[src/hdl/gbc_defines.svh]
// Offsets, field positions, reset values and bus command codes
`ifndef GBC_DEFINES_SVH
`define GBC_DEFINES_SVH

// Register byte offsets
`define GBC_CTRL_OFS 4'h0
`define GBC_STATUS_OFS 4'h4
`define GBC_STB_OFS 4'h8

// Control register fields
`define GBC_CTRL_ARM_BUS 0
`define GBC_CTRL_ARM_MAN 1
`define GBC_CTRL_AUTO_OFF 2
`define GBC_CTRL_ADDR_LSB 8
`define GBC_CTRL_ADDR_MSB 12
`define GBC_ADDR_RST 5'h19

// Status register fields
`define GBC_ST_REMOTE 0
`define GBC_ST_LOCKOUT 1
`define GBC_ST_TALK 2
`define GBC_ST_LISTEN 3
`define GBC_ST_SRQ 4
`define GBC_ST_SPOLL 5

// Status byte request-service position
`define GBC_STB_RSV 6

// Multiline bus commands, ATN true, seven bits
`define GBC_CMD_GTL 7'h01
`define GBC_CMD_SDC 7'h04
`define GBC_CMD_GET 7'h08
`define GBC_CMD_LLO 7'h11
`define GBC_CMD_DCL 7'h14
`define GBC_CMD_SPE 7'h18
`define GBC_CMD_SPD 7'h19
`define GBC_CMD_UNL 7'h3f
`define GBC_CMD_UNT 7'h5f
`define GBC_GRP_LISTEN 2'b01
`define GBC_GRP_TALK 2'b10

`endif

[src/hdl/gbc_pkg.sv]
// Types shared by the bus command state logic
package gbc_pkg;

  // Software configuration, untouched by clears
  typedef struct packed {
    logic [4:0] addr;
    logic auto_off;
    logic arm_manual;
    logic arm_bus;
  } gbc_cfg_t;

  // Interface state flags
  typedef struct packed {
    logic spoll;
    logic srq;
    logic listen;
    logic talk;
    logic lockout;
    logic remote;
  } gbc_ifst_t;

  // Decoded bus command strobes
  typedef struct packed {
    logic mla;
    logic mta;
    logic unl;
    logic unt;
    logic gtl;
    logic sdc;
    logic get;
    logic llo;
    logic dcl;
    logic spe;
    logic spd;
  } gbc_cmd_t;

endpackage

[src/hdl/gbc_top.sv]
// Bus command state logic: remote/local, lockout, talker/listener, clears, poll
//
// How it works
// - Remote entered only on own listen address while remote enable asserted.
// - Interface clear forces local, talker idle, listener idle, indicators off; the code leaves the lockout and service request indicators as they were.
// - Interface clear leaves settings, stored data and event registers alone.
// - Interface clear before auto output-off leaves the output on.
// - Lockout ignores every panel control but output-off; local key useless.
// - Go-to-local leaves remote, cancels lockout; power-up also clears lockout.
// - Device clear empties buffers, cancels deferred and blocking commands, unaddressed.
// - Device clear leaves settings and stored data unchanged.
// - Selected device clear acts like device clear only when addressed.
// - Group trigger arms only when bus is arm source, else ignored.
// - Serial poll answers status byte at any time.
// - Trigger-and-acquire commands accepted only in remote.
// - Remote locks keys except local and output (trigger too under manual arming), lights remote indicator; leaving restores.
// - In remote output key works; trigger key works under manual arming.
// - Talker active on own talk address; idle on untalk, listen, clear.
// - Listener active on own listen address; idle on unlisten, talk, clear.
// - Service request indicator holds until poll byte read or causes clear.
// - Local key cancels remote, restores display; no effect under lockout.
// - Under lockout the output key can still switch the output off.
//
// Design decisions made here: the register addresses and the Avalon-MM interface to the registers.
`timescale 1ns/1ns
`default_nettype none
`include "gbc_defines.svh"

module gbc_top
  import gbc_pkg::*;
#(
  parameter int NKEY = 4
) (
  // Clock and reset
  input wire logic MCLK,
  input wire logic RESET_N,
  // Avalon-MM slave
  input wire logic [3:0] AVS_ADDRESS,
  input wire logic AVS_READ,
  input wire logic AVS_WRITE,
  input wire logic [31:0] AVS_WRITEDATA,
  output logic [31:0] AVS_READDATA,
  output logic AVS_WAITREQUEST,
  // Bus management lines, pins
  input wire logic REN_N,
  input wire logic IFC_N,
  output logic SRQ_O,
  output logic SRQ_OE_N,
  // Command and talk side of the handshake engine
  input wire logic CMD_VALID,
  input wire logic [7:0] CMD_BYTE,
  input wire logic TALK_RD,
  // Status layer
  input wire logic [7:0] STB_IN,
  input wire logic SRQ_COND,
  output logic [7:0] SPOLL_BYTE,
  // Front panel keys, pins, high when pressed
  input wire logic KEY_LOCAL,
  input wire logic KEY_OUTPUT,
  input wire logic KEY_TRIG,
  input wire logic [NKEY-1:0] KEY_OTHER,
  // Measurement and output layer
  input wire logic MEAS_CMD,
  input wire logic MEAS_DONE,
  input wire logic OUTPUT_IS_ON,
  output logic MEAS_START,
  output logic MEAS_REJECT,
  output logic MEAS_ABORT,
  output logic ARM_EVENT,
  output logic OUT_SET_ON,
  output logic OUT_SET_OFF,
  output logic TRIG_KEY_EV,
  output logic [NKEY-1:0] PANEL_KEY_EV,
  // Message queues and display
  output logic DEV_CLEAR,
  output logic DISP_RESTORE,
  // Indicators
  output logic REMOTE_IND,
  output logic TALK_IND,
  output logic LISTEN_IND,
  output logic SRQ_IND,
  output logic LOCKOUT_IND
);

  localparam int SW = NKEY + 5;

  gbc_cfg_t cfg_q;
  gbc_ifst_t st_q;
  gbc_cmd_t cmd;
  logic [SW-1:0] raw;
  logic [SW-1:0] sync1_q;
  logic [SW-1:0] sync2_q;
  logic [SW-1:0] prev_q;
  logic [SW-1:0] press;
  logic ren;
  logic ifc;
  logic ifc_rise;
  logic k_local;
  logic k_output;
  logic k_trig;
  logic [NKEY-1:0] k_other;
  logic [6:0] cb;
  logic own_addr;
  logic ack_q;
  logic req;
  logic wr_en;
  logic [31:0] rd_d;
  logic [31:0] rd_q;
  logic cond_q;
  logic poll_rd;
  logic [7:0] stb_q;

  // Pins inverted ahead of the first flop so bus lines read active high
  assign raw = {KEY_OTHER, KEY_TRIG, KEY_OUTPUT, KEY_LOCAL, ~IFC_N, ~REN_N};

  always_ff @(posedge MCLK) begin
    if (!RESET_N) begin
      sync1_q <= '0;
      sync2_q <= '0;
      prev_q <= '0;
    end else begin
      sync1_q <= raw;
      sync2_q <= sync1_q;
      prev_q <= sync2_q;
    end
  end

  assign press = sync2_q & ~prev_q;
  assign ren = sync2_q[0];
  assign ifc = sync2_q[1];
  assign ifc_rise = press[1];
  assign k_local = press[2];
  assign k_output = press[3];
  assign k_trig = press[4];
  assign k_other = press[SW-1:5];

  // Command decode; bit 7 of the byte is parity on some controllers
  assign cb = CMD_BYTE[6:0];
  assign own_addr = (cb[4:0] == cfg_q.addr);

  always_comb begin
    cmd = '0;
    if (CMD_VALID && !ifc) begin
      cmd.mla = (cb[6:5] == `GBC_GRP_LISTEN) && own_addr && (cb != `GBC_CMD_UNL);
      cmd.mta = (cb[6:5] == `GBC_GRP_TALK) && own_addr && (cb != `GBC_CMD_UNT);
      cmd.unl = (cb == `GBC_CMD_UNL);
      cmd.unt = (cb == `GBC_CMD_UNT);
      cmd.gtl = (cb == `GBC_CMD_GTL);
      cmd.sdc = (cb == `GBC_CMD_SDC);
      cmd.get = (cb == `GBC_CMD_GET);
      cmd.llo = (cb == `GBC_CMD_LLO);
      cmd.dcl = (cb == `GBC_CMD_DCL);
      cmd.spe = (cb == `GBC_CMD_SPE);
      cmd.spd = (cb == `GBC_CMD_SPD);
    end
  end

  // Avalon slave: one wait cycle, read data from a flop
  assign req = AVS_READ | AVS_WRITE;
  assign AVS_WAITREQUEST = req & ~ack_q;
  assign wr_en = AVS_WRITE & ack_q;

  always_ff @(posedge MCLK) begin
    if (!RESET_N) begin
      ack_q <= 1'b0;
    end else begin
      ack_q <= req & ~ack_q;
    end
  end

  always_comb begin
    rd_d = '0;
    case (AVS_ADDRESS)
      `GBC_CTRL_OFS: begin
        rd_d[`GBC_CTRL_ARM_BUS] = cfg_q.arm_bus;
        rd_d[`GBC_CTRL_ARM_MAN] = cfg_q.arm_manual;
        rd_d[`GBC_CTRL_AUTO_OFF] = cfg_q.auto_off;
        rd_d[`GBC_CTRL_ADDR_MSB:`GBC_CTRL_ADDR_LSB] = cfg_q.addr;
      end
      `GBC_STATUS_OFS: begin
        rd_d[`GBC_ST_REMOTE] = st_q.remote;
        rd_d[`GBC_ST_LOCKOUT] = st_q.lockout;
        rd_d[`GBC_ST_TALK] = st_q.talk;
        rd_d[`GBC_ST_LISTEN] = st_q.listen;
        rd_d[`GBC_ST_SRQ] = st_q.srq;
        rd_d[`GBC_ST_SPOLL] = st_q.spoll;
      end
      `GBC_STB_OFS: begin
        rd_d[7:0] = stb_q;
      end
      default: begin
        rd_d = '0;
      end
    endcase
  end

  always_ff @(posedge MCLK) begin
    if (!RESET_N) begin
      rd_q <= '0;
    end else if (AVS_READ && !ack_q) begin
      rd_q <= rd_d;
    end
  end

  assign AVS_READDATA = rd_q;

  // Configuration: reset only at power-up, never by bus clears
  // settings kept
  always_ff @(posedge MCLK) begin
    if (!RESET_N) begin
      cfg_q.arm_bus <= 1'b0;
      cfg_q.arm_manual <= 1'b0;
      cfg_q.auto_off <= 1'b0;
      cfg_q.addr <= `GBC_ADDR_RST;
    end else if (wr_en && AVS_ADDRESS == `GBC_CTRL_OFS) begin
      cfg_q.arm_bus <= AVS_WRITEDATA[`GBC_CTRL_ARM_BUS];
      cfg_q.arm_manual <= AVS_WRITEDATA[`GBC_CTRL_ARM_MAN];
      cfg_q.auto_off <= AVS_WRITEDATA[`GBC_CTRL_AUTO_OFF];
      cfg_q.addr <= AVS_WRITEDATA[`GBC_CTRL_ADDR_MSB:`GBC_CTRL_ADDR_LSB];
    end
  end

  // Remote and local state
  always_ff @(posedge MCLK) begin
    if (!RESET_N) begin
      st_q.remote <= 1'b0;
    end else if (ifc || !ren) begin
      st_q.remote <= 1'b0;
    end else if (cmd.mla) begin
      st_q.remote <= 1'b1;
    end else if (cmd.gtl && st_q.listen) begin
      st_q.remote <= 1'b0;
    end else if (k_local && !st_q.lockout) begin
      st_q.remote <= 1'b0;
    end
  end

  // Lockout; dropping remote enable also ends it
  always_ff @(posedge MCLK) begin
    if (!RESET_N || !ren) begin
      st_q.lockout <= 1'b0;
    end else if (cmd.gtl && st_q.listen) begin
      st_q.lockout <= 1'b0;
    end else if (cmd.llo) begin
      st_q.lockout <= 1'b1;
    end
  end

  // Talker state
  always_ff @(posedge MCLK) begin
    if (!RESET_N || ifc) begin
      st_q.talk <= 1'b0;
    end else if (cmd.mta) begin
      st_q.talk <= 1'b1;
    end else if (cmd.unt || cmd.mla) begin
      st_q.talk <= 1'b0;
    end
  end

  // Listener state
  always_ff @(posedge MCLK) begin
    if (!RESET_N || ifc) begin
      st_q.listen <= 1'b0;
    end else if (cmd.mla) begin
      st_q.listen <= 1'b1;
    end else if (cmd.unl || cmd.mta) begin
      st_q.listen <= 1'b0;
    end
  end

  // Serial poll mode
  always_ff @(posedge MCLK) begin
    if (!RESET_N || ifc) begin
      st_q.spoll <= 1'b0;
    end else if (cmd.spe) begin
      st_q.spoll <= 1'b1;
    end else if (cmd.spd) begin
      st_q.spoll <= 1'b0;
    end
  end

  // Service request; a new cause beats a clear in the same cycle
  assign poll_rd = TALK_RD & st_q.spoll & st_q.talk;

  always_ff @(posedge MCLK) begin
    if (!RESET_N) begin
      cond_q <= 1'b0;
    end else begin
      cond_q <= SRQ_COND;
    end
  end

  always_ff @(posedge MCLK) begin
    if (!RESET_N) begin
      st_q.srq <= 1'b0;
    end else if (SRQ_COND && !cond_q) begin
      st_q.srq <= 1'b1;
    end else if (poll_rd || !SRQ_COND) begin
      st_q.srq <= 1'b0;
    end
  end

  // Poll byte kept current so it can be read at any moment
  // poll any time
  always_ff @(posedge MCLK) begin
    if (!RESET_N) begin
      stb_q <= '0;
    end else begin
      stb_q <= STB_IN;
      stb_q[`GBC_STB_RSV] <= st_q.srq;
    end
  end

  assign SPOLL_BYTE = stb_q;

  // Open-drain service request line
  assign SRQ_O = 1'b0;
  assign SRQ_OE_N = ~st_q.srq;

  // Bus driven events, all registered one-cycle pulses
  always_ff @(posedge MCLK) begin
    if (!RESET_N) begin
      DEV_CLEAR <= 1'b0;
      ARM_EVENT <= 1'b0;
      MEAS_START <= 1'b0;
      MEAS_REJECT <= 1'b0;
      MEAS_ABORT <= 1'b0;
    end else begin
      DEV_CLEAR <= cmd.dcl | (cmd.sdc & st_q.listen);
      ARM_EVENT <= cmd.get & st_q.listen & cfg_q.arm_bus;
      MEAS_START <= MEAS_CMD & st_q.remote;
      MEAS_REJECT <= MEAS_CMD & ~st_q.remote;
      MEAS_ABORT <= ifc_rise;
    end
  end

  // Front panel gating
  always_ff @(posedge MCLK) begin
    if (!RESET_N) begin
      OUT_SET_ON <= 1'b0;
      OUT_SET_OFF <= 1'b0;
      TRIG_KEY_EV <= 1'b0;
      PANEL_KEY_EV <= '0;
      DISP_RESTORE <= 1'b0;
    end else begin
      OUT_SET_OFF <= (k_output & OUTPUT_IS_ON)
                     | (MEAS_DONE & cfg_q.auto_off & OUTPUT_IS_ON & ~ifc);
      OUT_SET_ON <= k_output & ~OUTPUT_IS_ON & ~st_q.lockout;
      TRIG_KEY_EV <= k_trig & ~st_q.lockout & (~st_q.remote | cfg_q.arm_manual);
      PANEL_KEY_EV <= st_q.lockout || st_q.remote ? '0 : k_other;
      DISP_RESTORE <= k_local & st_q.remote & ~st_q.lockout;
    end
  end

  // Indicators follow the state flops
  // remote indicator
  assign REMOTE_IND = st_q.remote;
  assign TALK_IND = st_q.talk;
  assign LISTEN_IND = st_q.listen;
  assign SRQ_IND = st_q.srq;
  assign LOCKOUT_IND = st_q.lockout;

endmodule

`default_nettype wire

[config.mk]
export PLATFORM = sky130hd
export DESIGN_NAME = gbc_top
export DESIGN_NICKNAME = d
export VERILOG_FILES = /design/src/hdl/gbc_pkg.sv /design/src/hdl/gbc_top.sv
export VERILOG_INCLUDE_DIRS = /design/src /design/src/hdl
export SDC_FILE = /design/constraint.sdc
export NUM_CORES = 1
export LEC_CHECK = 0
export CAP_MARGIN = 0
export CORE_ASPECT_RATIO = 2
export CORE_MARGIN = 2
export CORE_UTILIZATION = 66
export CTS_CLUSTER_SIZE = 10
export DETAILED_ROUTE_END_ITERATION = 12
export DONT_BUFFER_PORTS = 1
export GPL_ROUTABILITY_DRIVEN = 0
export PLACE_DENSITY_LB_ADDON = 0.1
export SETUP_SLACK_MARGIN = 0.02
export SLEW_MARGIN = 20
export SYNTH_ARGS = -nofsm -noshare
export SYNTH_HDL_FRONTEND = slang
export SYNTH_SLANG_ARGS = --single-unit
[constraint.sdc]
create_clock -name MCLK -period 2.2 [get_ports MCLK]
set_input_delay 0 -clock MCLK [delete_from_list [all_inputs] [get_ports MCLK]]
set_output_delay 0 -clock MCLK [all_outputs]
set_load 0.05 [all_outputs]
==> flow_summary.ini <==
[power]
finalPower_mw = 2.82
peakVddDrop_mv = 0.801
p_per_area_nw_per_um2 = 790
p_leak_nw = 1.46

[synth]
synth.most_common_cell = dfxtp_1
synth.distinct_cells = 40
yosysSeqAreaShare_pct = 53.0
synth_edf_count = 0
yosysTopAreaCell = dfxtp_1
synth_common_cells = dfxtp_1 (76), and2_1 (34), nor2b_1 (25)
syn_area_um2 = 2870
netlist.area_leader.share_pct = 53.0
synth.avg_cell_area_um2 = 10.5
ys.flop_type = dfxtp_1
synthCells = 274
synthArstFlopShare_pct = 0
synth_seq_cells = 76
synthTopCellsByArea = dfxtp_1 (53%), and2_1 (7.4%), nor2b_1 (5.4%)
ys_warn_count = 0

[global_route]
grt_start_max_net_pins = 68
antenna_found_initial = 0
grt_pass1_vias = 2086
grt_util_all_layers_pct = 27.8
overflow = 0
grt_first_pass_wirelength_mm = 10.2

[placement]
hpwl_mm = 3.92
numPortBuffers = 0
dpl-instance-area_um2 = 2850
dp_slack_ns = 0.745

[setup_path]
cp_data_arrival_time_ns = 2.35
required_ns = 2.48
slowest_stage = dlygate4sd3_1
crit_type = in -> reg
path_cells = dlygate4sd3_1 -> nor4b_2 -> dlygate4sd3_1 -> nand3_1 -> nor2_1 -> dlygate4sd3_1
crit_family = buffers and inverters
start_kind = input pin
cpPeakStageDelay_ns = 0.64
reg2reg_depth = 5
crit_path_max_fanout = 6
path_buf_inv = 3
path_depth = 6
critPathMostFrequentCell = dlygate4sd3_1
critPathCaptureType = register

[drt]
avgViaCountPerCell = 5.53
drc = 0
drtAntennaViolNets = 0
firstDrtPassIters = 5
vias = 2139
drt-total-wl_mm = 6.55
post_drt_wl_per_cell_um = 16.9
drtIter0Drc = 67

[sta]
period_share_pct = 93.7
period_needed_ns = 2.06
hold_ws_ns = 0.0481
fin_skew_ns = 0.00624
slew_headroom_pct = 37.6
finalHoldViolCount = 0
maxSlewViolCount = 0
worstMarginPinSlew_ns = 0.932
setup_violations = 0
timing.final.ws_setup_ns = 0.139
max_freq_ghz = 0.485

[clocking]
root_buffer = clkbuf_8
clk_pin_slew_ns = 0.07
insertion_delay_ns = 0.34
clockBufferDepth = 2
cts_buffers = 9
h-tree-depth = 3
cts_num_sinks = 76
cts_tree = yes

[floorplanning]
die_area_um2 = 4930
core-area_um2 = 4250
floorplan.initialDensity_pct = 67.5
die_h_um = 97.3
die_w_um = 50.6
io_pins = 132
std_cell_rows = 34

[cells_and_area]
drive_above_1_share_pct = 8.71
nets = 399
fill_cells = 261
n_antenna_cell = 0
fin_util_pct = 84.0
area_growth_pct = 24.4
fin_area_um2 = 3570

[run]
maxCapViolations = 0

[worst_hold_path]
hold_class = in -> reg
hold_depth = 3

[outcome]
status = finished, final reports clean
-- cells in the final DEF (no fill, tap or decap), types with 4 or more instances in the layout --
cell type	count
dfxtp_1	76
dlygate4sd3_1	49
and2_1	34
nor2b_1	25
conb_1	20
nor2_1	12
mux2i_1	12
a22oi_1	11
nand2_1	11
clkbuf_8	11
nor3b_1	6
nand3_1	6
inv_1	5
xor2_1	4
-- power breakdown --
part | switching (mW) | total (mW) | internal, mW
clock network | 0.498 | 1.09 | 0.587
logic | 0.160 | 0.255 | 0.0951
registers | 0.0706 | 1.48 | 1.41
-- metal layers --
layer / routed length [um] / GRT usage, %
met5: 0 / 0
met3: 475 / 9.38
met2: 3380 / 45.7
met1: 2520 / 31.4
met4: 169 / 13.3
-- flip-flops by register name (all words and copies together) (netlist names), 4 cells and up --
name,cells
sync1_q,9
sync2_q,9
prev_q,8
AVS_READDATA,13
cfg_q,8
SPOLL_BYTE,8
PANEL_KEY_EV,4
-- path summary, 6_finish.rpt --
check        slack (ns)              end           start
min                0.05  AVS_READDATA[7]  AVS_ADDRESS[2]
min reg2reg        0.38       MEAS_ABORT       prev_q[1]
max reg2reg        0.14        ARM_EVENT      LISTEN_IND
max                0.14        ARM_EVENT     CMD_BYTE[6]
-- final cells by class --
cell class                 count  area, um^2  share of cell area [%]
sequential                    76        1520                    42.6
inverter                       5        18.8                   0.525
timing repair buffer          53         533                    14.9
tap                           54        67.6                    1.89
clock inverter                 5        58.8                    1.65
multi-input combinational    183        1220                    34.2
clock buffer                  11         151                    4.24
-- repair_timing --
action                                 in CTS  in global routing
buffers inserted                            0                  0
resized for setup                           0                  1
endpoints found under the hold margin      76                  0
setup endpoints to repair                   0                  1
hold buffers                               50                  0
-- per-stage QoR --
stage	std cells	setup TNS, ns
floorplan	293	0
global placement	321	0
detailed placement	321	0
CTS	387	0
global route	387	-0.0199
finish	387	0
-- cell families after synthesis --
group,count (synthesis),synth area share (%)
buffers and inverters,34,7.15
other,1,0.131
DFF,76,53.0
xor gates and xnor gates,4,1.22
and+or+nand+nor,116,25.5
AOI/OAI and AO/OA,31,8.80
muxes,12,4.18
-- worst register-to-register path: stages, from the launching register on --
cell           delay [ns]
dfxtp_1              0.35
nor4b_2              0.27
dlygate4sd3_1        0.64
nand3_1              0.10
nor2_1               0.10
dlygate4sd3_1        0.55
Power figures use the tool's default switching activity.
